File: src/rtl/hvd_defs.vh
`ifndef HVD_DEFS_VH
`define HVD_DEFS_VH
`define HVD_ADDR_W 4
`define HVD_IMPL_W 4
`define HVD_DATA_W 8
`define HVD_BIT_CLR 1'b0
`define HVD_ADDR_CTRL 4'h0
`define HVD_ADDR_PSRC 4'h1
`define HVD_BIT_LVL 0
`define HVD_BIT_SRC 1
`define HVD_BIT_OE 2
`define HVD_BIT_PEN 3
`define HVD_BIT_P_OC 0
`define HVD_BIT_P_INT 1
`define HVD_BIT_P_IN2 2
`define HVD_BIT_P_IN3 3
`define HVD_REG_RST 4'h0
`define HVD_RD_ZERO 8'h00
`define HVD_HI_ZERO 4'h0
`endif

File: src/rtl/hvd_gate_drive.v
`timescale 1ns/1ps

`include "hvd_defs.vh"

module hvd_gate_drive (
    // Clock and reset.
    input wire mclk_in,
    input wire rst_b_in,
    // Register port.
    input wire [`HVD_ADDR_W-1:0] addr_in,
    input wire [7:0] wdata_in,
    input wire wr_in,
    input wire rd_in,
    output reg [7:0] rdata_out,
    // Drive sources and protection inputs.
    input wire timer_drive_output_in,
    input wire overcurrent_status_in,
    input wire external_interrupt_input_in,
    input wire protection_input_two_in,
    input wire protection_input_three_in,
    // Drive pin.
    output reg drive_pin_out,
    output reg drive_pin_oe_out
);

// Register storage.
reg [`HVD_IMPL_W-1:0] drive_control;

reg [`HVD_IMPL_W-1:0] protection_source_enable;

// Protection trigger history.
reg trig_q;

// Pin path state and next values.
reg data_hold;

reg next_data_hold;

reg next_drive_pin_out;

reg next_drive_pin_oe_out;

// Read path next value.
reg [`HVD_DATA_W-1:0] next_rdata_out;

// Selected data level.
reg sel_data;

// Next register values.
wire [`HVD_IMPL_W-1:0] next_drive_control;

wire [`HVD_IMPL_W-1:0] next_protection_source_enable;

wire next_trig_q;

// Address hits.
wire ctrl_hit;

wire psrc_hit;

// Decoded strobes.
wire ctrl_wr;

wire psrc_wr;

wire ctrl_rd;

wire psrc_rd;

// Implemented write data.
wire [`HVD_IMPL_W-1:0] ctrl_wdata;

wire [`HVD_IMPL_W-1:0] psrc_wdata;

// Protection sources and trigger.
wire [`HVD_IMPL_W-1:0] src_vec;

wire [`HVD_IMPL_W-1:0] src_masked;

wire [`HVD_IMPL_W-1:0] ctrl_clr_mask;

wire trig;

wire trig_rise;

wire prot_clear;

// Control fields.
wire lvl_bit;

wire src_bit;

wire oe_bit;

wire pen_bit;

// Read words, upper bits included.
wire [`HVD_DATA_W-1:0] ctrl_rd_word;

wire [`HVD_DATA_W-1:0] psrc_rd_word;

// Loop index for the per-bit logic.
genvar gi;

// Address decode.
assign ctrl_hit = (addr_in == `HVD_ADDR_CTRL);

assign psrc_hit = (addr_in == `HVD_ADDR_PSRC);

// Write strobes per register.
assign ctrl_wr = wr_in && ctrl_hit;

assign psrc_wr = wr_in && psrc_hit;

// Read strobes per register.
assign ctrl_rd = rd_in && ctrl_hit;

assign psrc_rd = rd_in && psrc_hit;

// Only the implemented low bits of the write data are kept.
assign ctrl_wdata = wdata_in[`HVD_IMPL_W-1:0];

assign psrc_wdata = wdata_in[`HVD_IMPL_W-1:0];

// Control fields.
assign lvl_bit = drive_control[`HVD_BIT_LVL];

assign src_bit = drive_control[`HVD_BIT_SRC];

assign oe_bit = drive_control[`HVD_BIT_OE];

assign pen_bit = drive_control[`HVD_BIT_PEN];

// Protection sources in the order of their enable bits.
assign src_vec[`HVD_BIT_P_OC] = overcurrent_status_in;

assign src_vec[`HVD_BIT_P_INT] = external_interrupt_input_in;

assign src_vec[`HVD_BIT_P_IN2] = protection_input_two_in;

assign src_vec[`HVD_BIT_P_IN3] = protection_input_three_in;

// Each source passes only while its enable bit is set.
generate
    for (gi = 0; gi < `HVD_IMPL_W; gi = gi + 1) begin : g_src
        assign src_masked[gi] = src_vec[gi] &&
                                protection_source_enable[gi];
    end
endgenerate

// Trigger and its rising edge.
assign trig = |src_masked;

assign trig_rise = trig && !trig_q;

// History input for the edge detector.
assign next_trig_q = trig;

// The clear acts only while protection is enabled.
assign prot_clear = pen_bit && trig_rise;

// Clear mask covers the level and source select bits only.
generate
    for (gi = 0; gi < `HVD_IMPL_W; gi = gi + 1) begin : g_clr
        if ((gi == `HVD_BIT_LVL) || (gi == `HVD_BIT_SRC)) begin : g_hit
            assign ctrl_clr_mask[gi] = prot_clear;
        end else begin : g_keep
            assign ctrl_clr_mask[gi] = `HVD_BIT_CLR;
        end
    end
endgenerate

// Next control value: a hardware clear beats a same-cycle write.
generate
    for (gi = 0; gi < `HVD_IMPL_W; gi = gi + 1) begin : g_ctrl
        reg next_bit;

        always @* begin
            if (ctrl_clr_mask[gi]) begin
                next_bit = `HVD_BIT_CLR;
            end else if (ctrl_wr) begin
                next_bit = ctrl_wdata[gi];
            end else begin
                next_bit = drive_control[gi];
            end
        end

        assign next_drive_control[gi] = next_bit;
    end
endgenerate

// Next protection source enable value.
generate
    for (gi = 0; gi < `HVD_IMPL_W; gi = gi + 1) begin : g_psrc
        reg next_bit;

        always @* begin
            if (psrc_wr) begin
                next_bit = psrc_wdata[gi];
            end else begin
                next_bit = protection_source_enable[gi];
            end
        end

        assign next_protection_source_enable[gi] = next_bit;
    end
endgenerate

// Read words: unimplemented upper bits read as zero.
generate
    for (gi = 0; gi < `HVD_DATA_W; gi = gi + 1) begin : g_rdw
        if (gi < `HVD_IMPL_W) begin : g_impl
            assign ctrl_rd_word[gi] = drive_control[gi];

            assign psrc_rd_word[gi] = protection_source_enable[gi];
        end else begin : g_zero
            assign ctrl_rd_word[gi] = `HVD_BIT_CLR;

            assign psrc_rd_word[gi] = `HVD_BIT_CLR;
        end
    end
endgenerate

// Selected data level.
always @* begin
    if (src_bit) begin
        sel_data = timer_drive_output_in;
    end else begin
        sel_data = lvl_bit;
    end
end

// Data hold flag follows a control write by one cycle.
always @* begin
    next_data_hold = ctrl_wr;
end

// Pin enable follows the control register one cycle later.
always @* begin
    next_drive_pin_oe_out = oe_bit;
end

// Pin data waits one cycle after a control write.
always @* begin
    if (data_hold) begin
        next_drive_pin_out = drive_pin_out;
    end else begin
        next_drive_pin_out = sel_data;
    end
end

// Read data for the cycle after the strobe.
always @* begin
    next_rdata_out = `HVD_RD_ZERO;
    if (ctrl_rd) begin
        next_rdata_out = ctrl_rd_word;
    end else if (psrc_rd) begin
        next_rdata_out = psrc_rd_word;
    end else begin
        next_rdata_out = `HVD_RD_ZERO;
    end
end

// Drive control register.
always @(posedge mclk_in or negedge rst_b_in) begin
    if (!rst_b_in) begin
        drive_control <= `HVD_REG_RST;
    end else begin
        drive_control <= next_drive_control;
    end
end

// Protection source enable register.
// Enable bits take effect on the clock after they are written.
always @(posedge mclk_in or negedge rst_b_in) begin
    if (!rst_b_in) begin
        protection_source_enable <= `HVD_REG_RST;
    end else begin
        protection_source_enable <= next_protection_source_enable;
    end
end

// Trigger history runs even while protection is disabled.
always @(posedge mclk_in or negedge rst_b_in) begin
    if (!rst_b_in) begin
        trig_q <= `HVD_BIT_CLR;
    end else begin
        trig_q <= next_trig_q;
    end
end

// Data hold flag register.
always @(posedge mclk_in or negedge rst_b_in) begin
    if (!rst_b_in) begin
        data_hold <= `HVD_BIT_CLR;
    end else begin
        data_hold <= next_data_hold;
    end
end

// Pin output enable register.
always @(posedge mclk_in or negedge rst_b_in) begin
    if (!rst_b_in) begin
        drive_pin_oe_out <= `HVD_BIT_CLR;
    end else begin
        drive_pin_oe_out <= next_drive_pin_oe_out;
    end
end

// Pin data register.
always @(posedge mclk_in or negedge rst_b_in) begin
    if (!rst_b_in) begin
        drive_pin_out <= `HVD_BIT_CLR;
    end else begin
        drive_pin_out <= next_drive_pin_out;
    end
end

// Read data register.
always @(posedge mclk_in or negedge rst_b_in) begin
    if (!rst_b_in) begin
        rdata_out <= `HVD_RD_ZERO;
    end else begin
        rdata_out <= next_rdata_out;
    end
end

endmodule

File: config.mk
export PLATFORM = sky130hd
export DESIGN_NAME = hvd_gate_drive
export DESIGN_NICKNAME = d
export VERILOG_FILES = /design/src/rtl/hvd_gate_drive.v
export VERILOG_INCLUDE_DIRS = /design/src /design/src/rtl
export SDC_FILE = /design/constraint.sdc
export NUM_CORES = 1
export LEC_CHECK = 0
export BUFFER_PORTS_ARGS = -buffer_cell sky130_fd_sc_hd__clkbuf_2
export CELL_PAD_IN_SITES_DETAIL_PLACEMENT = 1
export CELL_PAD_IN_SITES_GLOBAL_PLACEMENT = 2
export CORE_MARGIN = 2
export CORE_UTILIZATION = 29
export DETAILED_ROUTE_END_ITERATION = 8
export PLACE_DENSITY = 0.76
export SKIP_CTS_REPAIR_TIMING = 1
export SLEW_MARGIN = 20
export SYNTH_ARGS = -nofsm -noshare
export SYNTH_HDL_FRONTEND = slang
export SYNTH_SLANG_ARGS = --single-unit
File: constraint.sdc
create_clock -name mclk_in -period 2.2 [get_ports mclk_in]
set_clock_uncertainty 0.15 [all_clocks]
set_input_delay 0.22 -clock mclk_in [delete_from_list [all_inputs] [get_ports mclk_in]]
set_output_delay 0.22 -clock mclk_in [all_outputs]
set_load 0.01 [all_outputs]
==> impl_metrics.env, run 1 <==
export IMPL_post_drt_wl_per_cell_um=13.1
export IMPL_setup_viol=0
export IMPL_clk_pin_slew_ps=90
export IMPL_worst_ir_drop_vdd_v=0.000254
export IMPL_setup_tns_ps=0
export IMPL_synthToLayoutAreaGrowth_pct=25.0
export IMPL_yosysSeqAreaShare=0.581
export IMPL_netlist_area_sq_um=689
export IMPL_syn_area_per_cell_sq_um=13.0
export IMPL_antenna_found_initial=0
export IMPL_yosys_warnings=0
export IMPL_crit_type="in2reg"
export IMPL_grt_pass1_vias=505
export IMPL_power_total_mw=0.689
export IMPL_grt_pass1_wl_um=2240
export IMPL_hp_class="in2reg"
export IMPL_yosys_area_top_type="dfrtp_1"
export IMPL_crit_path_max_fanout=4
export IMPL_cts_buffers=3
export IMPL_fillers=262
export IMPL_drv_slew=0
export IMPL_leakage_nw=0.445
export IMPL_die_x_um=52.8
export IMPL_start_kind="input pin"
export IMPL_cts_root_buf="clkbuf_4"
export IMPL_synth_area_leaders="dfrtp_1 (58%), mux2_4 (8.7%), a22o_1 (5.1%), buf_4 (4.4%), mux2_2 (3.3%)"
export IMPL_ios=31
export IMPL_whs_path_depth=2
export IMPL_cp_end_kind="register"
export IMPL_synth_cells=53
export IMPL_status="finished clean"
export IMPL_drtIter0Drc=4
export IMPL_vias=489
export IMPL_rows=17
export IMPL_synth_distinct_cells=18
export IMPL_synth_ff_type="dfrtp_1"
export IMPL_drv_cap=0
export IMPL_dieArea_sq_mm=0.00278
export IMPL_dp_slack_ps=411
export IMPL_diodes=0
export IMPL_rsz0062_at_grt="false"
export IMPL_wirelength_um=1400
export IMPL_fin_nets=101
export IMPL_cts_htree_levels=1
export IMPL_place_congestion=0.731
export IMPL_cts_tree="built"
export IMPL_layout_setup_ws_ps=713
export IMPL_synth_edf_count=0
export IMPL_grt_remaining_overflow=0
export IMPL_numPortBuffers=22
export IMPL_cts_sinks=16
export IMPL_reg2reg_depth=3
export IMPL_synth_top_area_frac=0.581
export IMPL_drive_gt1_frac=0.443
export IMPL_die_y_um=52.8
export IMPL_core_area_sq_mm=0.00223
export IMPL_fmax_ghz=0.672
export IMPL_worst_endpoint_required_ps=2220
export IMPL_hold_viol_final=0
export IMPL_powerDensity_mw_per_mm2=799
export IMPL_grt_max_degree=17
export IMPL_hpwl_um=1140
export IMPL_ys_seq_elements=16
export IMPL_drtAntennaViolNets=0
export IMPL_vias_per_cell=4.57
export IMPL_firstDrtPassIters=2
export IMPL_gr_usage_all_layers=0.115
export IMPL_start_util=0.309
export IMPL_critPathArrivalTime_ps=1510
export IMPL_synthArstFlopShare=1.00
export IMPL_clockBufferDepth=2
export IMPL_clk_latency_ps=280
export IMPL_fin_crit_sh=0.676
export IMPL_drc_errors=0
export IMPL_post_route_min_period_ps=1490
[worst paths after layout]
path | from | slack [ps] | end
worst min register to register | drive_control[2]$_DFFE_PN0P_ | 260 | drive_pin_oe_out$_DFF_PN0_
max in group asynchronous | rst_b_in | 1400 | trig_q$_DFF_PN0_
worst max register to register | protection_source_enable[0]$_DFFE_PN0P_ | 1040 | drive_control[1]$_DFFE_PN0P_
min in group asynchronous | rst_b_in | 230 | data_hold$_DFF_PN0_
worst max-delay path | addr_in[3] | 710 | protection_source_enable[0]$_DFFE_PN0P_
worst min-delay path | wdata_in[1] | 40 | protection_source_enable[1]$_DFFE_PN0P_
[worst max-delay path, cell delays in order]
cell,delay (ps)
clkbuf_2,90
or3b_4,410
or3b_4,470
mux2_4,310
[cells in the final DEF (no fill, tap or decap), drive strengths merged]
cell         instances
a21oi                3
a22o                 4
a22oi                2
and3                 1
and4b                1
clkbuf              26
conb                 4
dfrtp               16
dlygate4sd3          1
mux2                 6
mux2i                1
nand2                2
nand2b               1
nand4                2
nor2                 3
o21ai                3
or2                  1
or3b                 2
[power breakdown]
| part | total, mW | internal (mW) | switching, mW |
|---|---|---|---|
| Sequential | 0.381 | 0.345 | 0.0359 |
| Clock | 0.187 | 0.101 | 0.0868 |
| Combinational | 0.121 | 0.0688 | 0.0524 |
| Total | 0.689 | 0.514 | 0.175 |
[synth_stat cells, types with 2 or more instances]
master,count
a22o_1,4
dfrtp_1,16
a22oi_1,2
or3b_4,2
a21oi_1,3
o21ai_0,3
nor2_1,3
buf_4,4
nand2_1,2
mux2_4,4
nand4_1,2
mux2_2,2
[sequential cells by signal, indices dropped and copies added, names as in the netlist]
| signal | cells |
|---|---|
| drive_pin_out | 1 |
| data_hold | 1 |
| protection_source_enable | 4 |
| drive_control | 4 |
| trig_q | 1 |
| rdata_out | 4 |
| drive_pin_oe_out | 1 |
[final cells by class]
cell class | instances | area [sq um] | area share
Multi-Input combinational cell | 36 | 270 | 0.313
Clock buffer | 4 | 36.3 | 0.0421
Timing Repair Buffer | 23 | 120 | 0.139
Tap cell | 28 | 35.0 | 0.0406
Sequential cell | 16 | 400 | 0.464
[cell families (layout without fill, tap and decap cells)]
logic type	count (synthesis)	count (layout)	share of synthesized area
other	1	4	0.00544
buffers and inverters	4	27	0.0436
and+or+nand+nor	13	13	0.120
muxes	7	7	0.134
AOI/OAI and AO/OA	12	12	0.116
DFF	16	16	0.581
[stage by stage]
step | utilization | instance area, sq um | hold slack [ps] | std cells
floorplan | - | 701 | -226 | 56
global placement | 0.365 | 816 | 9.19 | 102
detailed placement | 0.365 | 816 | 16.0 | 102
CTS | 0.382 | 852 | -296 | 106
global route | 0.386 | 862 | 34.8 | 107
finish | 0.386 | 862 | 35.9 | 107
[per-layer routing]
layer  GRT usage  routed length [um]  share of wire  up-vias
li1            -                   -              -      236
met1       0.136                 592           0.42      237
met2       0.190                 715           0.51       14
met3      0.0171                  71          0.051        2
met4      0.0769                  19          0.014        0
met5           0                   0              0        -
Power figures use the tool's default switching activity.
==> run 2: changes to the inputs <==
--- a/config.mk
+++ b/config.mk
@@ -10,9 +10,9 @@
 export CELL_PAD_IN_SITES_DETAIL_PLACEMENT = 1
 export CELL_PAD_IN_SITES_GLOBAL_PLACEMENT = 2
 export CORE_MARGIN = 2
-export CORE_UTILIZATION = 29
+export CORE_UTILIZATION = 27
 export DETAILED_ROUTE_END_ITERATION = 8
-export PLACE_DENSITY = 0.76
+export PLACE_DENSITY = 0.72
 export SKIP_CTS_REPAIR_TIMING = 1
 export SLEW_MARGIN = 20
 export SYNTH_ARGS = -nofsm -noshare
==> constraint.sdc (replaced) <==
create_clock -name mclk_in -period 1.5 [get_ports mclk_in]
set_clock_uncertainty 0.15 [all_clocks]
set_input_delay 0.15 -clock mclk_in [delete_from_list [all_inputs] [get_ports mclk_in]]
set_output_delay 0.15 -clock mclk_in [all_outputs]
set_load 0.01 [all_outputs]
==> impl_metrics.env, run 2 (synthesis gave the netlist of run 1 again) <==
export IMPL_status="complete, but fails checks"
export IMPL_violations="hold timing"
export IMPL_slowest_stage="or3b_4"
export IMPL_grt_pass1_wl_um=2560
export IMPL_firstDrtPassIters=2
export IMPL_place_congestion=0.659
export IMPL_post_route_min_period_ps=1360
export IMPL_worst_endpoint_required_ps=1510
export IMPL_diodes=0
export IMPL_ios=31
export IMPL_grt_remaining_overflow=0
export IMPL_fillers=292
export IMPL_placed_cells=109
export IMPL_cts_buffers=3
export IMPL_layout_setup_ws_ps=138
export IMPL_cpMostUsedCell="or3b_4"
export IMPL_grt_max_degree=17
export IMPL_hp_start="overcurrent_status_in"
export IMPL_startpoint="addr_in[3]"
export IMPL_r2r_start="protection_source_enable[2]$_DFFE_PN0P_"
export IMPL_cts_htree_levels=1
export IMPL_critPathArrivalTime_ps=1380
export IMPL_dieArea_sq_mm=0.00297
export IMPL_clockBufferDepth=2
export IMPL_fin_crit_sh=0.908
export IMPL_post_drt_wl_per_cell_um=13.3
export IMPL_vias_per_cell=4.56
export IMPL_crit_path_max_fanout=4
export IMPL_rows=18
export IMPL_reg_top3="drive_control (4), protection_source_enable (4), rdata_out (4)"
export IMPL_hp_class="in2reg"
export IMPL_drive_gt1_frac=0.438
export IMPL_drv_slew=0
export IMPL_clk_latency_ps=280
export IMPL_fmax_ghz=0.734
export IMPL_holdWs_ps=-4.52
export IMPL_clk_pin_slew_ps=90
export IMPL_power_total_mw=0.972
export IMPL_grt_pass1_vias=539
export IMPL_setup_viol=0
export IMPL_die_y_um=54.5
export IMPL_final_common_cell="clkbuf_2"
export IMPL_hpwl_um=1230
export IMPL_dp_slack_ps=-159
export IMPL_die_x_um=54.5
export IMPL_vias=543
export IMPL_numPortBuffers=22
export IMPL_drtAntennaViolNets=0
export IMPL_cp_end_kind="register"
export IMPL_powerDensity_mw_per_mm2=1020
export IMPL_rsz0062_at_grt="false"
export IMPL_max_stage_delay_ps=430
export IMPL_synthToLayoutAreaGrowth_pct=37.6
export IMPL_gr_usage_all_layers=0.125
export IMPL_drtIter0Drc=1
export IMPL_leakage_nw=0.487
export IMPL_crit_type="in2reg"
export IMPL_cts_root_buf="clkbuf_4"
export IMPL_start_kind="input pin"
export IMPL_most_common_layout_cells="clkbuf_2 (22), dfrtp_1 (16), dlygate4sd3_1 (7)"
export IMPL_drv_cap=0
export IMPL_wirelength_um=1580
export IMPL_drc_errors=0
export IMPL_worst_ir_drop_vdd_v=0.000442
export IMPL_fin_cells=119
export IMPL_fin_util=0.386
export IMPL_cp_cell_sequence="clkbuf_2, or3b_4, or3b_4, mux2_4"
export IMPL_cts_sinks=16
export IMPL_antenna_found_initial=0
export IMPL_hold_viol_final=1
export IMPL_fin_nets=112
export IMPL_core_area_sq_mm=0.00245
export IMPL_start_util=0.281
export IMPL_cts_tree="built"
export IMPL_setup_tns_ps=0
-- run 2: cell types whose count changed in the layout (fill, tap and decap cells not counted), sizes merged --
cell / previous run / this run
clkbuf: 26 / 25
dlygate4sd3: 1 / 7
buf: 0 / 5
-- run 2: area by class of cell --
class / instances / area, sq um / share of cell area
Sequential cell: 16 / 400 / 0.422
Multi-Input combinational cell: 36 / 270 / 0.285
Timing Repair Buffer: 34 / 218 / 0.230
Tap cell: 30 / 37.5 / 0.0396
Clock buffer: 3 / 22.5 / 0.0237
-- run 2: worst max-delay path, delay by kind of cell --
family | cells | cell delay, ps
muxes | 1 | 310
buffers and inverters | 1 | 90
and+or+nand+nor | 2 | 820
-- run 2: worst paths after layout --
kind | cells past startpoint | endpoint | slack [ps]
max reg2reg | 3 | drive_control[1]$_DFFE_PN0P_ | 390
min | 3 | trig_q$_DFF_PN0_ | -5
max in group asynchronous | 2 | drive_control[3]$_DFFE_PN0P_ | 750
min in group asynchronous | 2 | rdata_out[0]$_DFF_PN0_ | 170
min reg2reg | 0 | drive_pin_oe_out$_DFF_PN0_ | 250
max | 4 | protection_source_enable[0]$_DFFE_PN0P_ | 140
-- run 2: per-layer routing --
metal	vias up	wire, um	global-route usage
li1	260	-	-
met1	266	723	0.151
met2	15	788	0.217
met3	2	50	0.0164
met4	0	19	0.0625
met5	-	0	0
-- run 2: where the power goes --
part	total, mW	internal, mW	switching (mW)
Combinational	0.197	0.118	0.0798
Sequential	0.556	0.505	0.0506
Clock	0.218	0.0929	0.125
Total	0.972	0.716	0.256
-- run 2: metrics by stage --
stage	cell area [sq um]	hold WS, ps
global placement	856	-63.9
floorplan	701	-296
CTS	878	-361
detailed placement	856	-52.2
finish	948	-4.52
global route	948	10.4
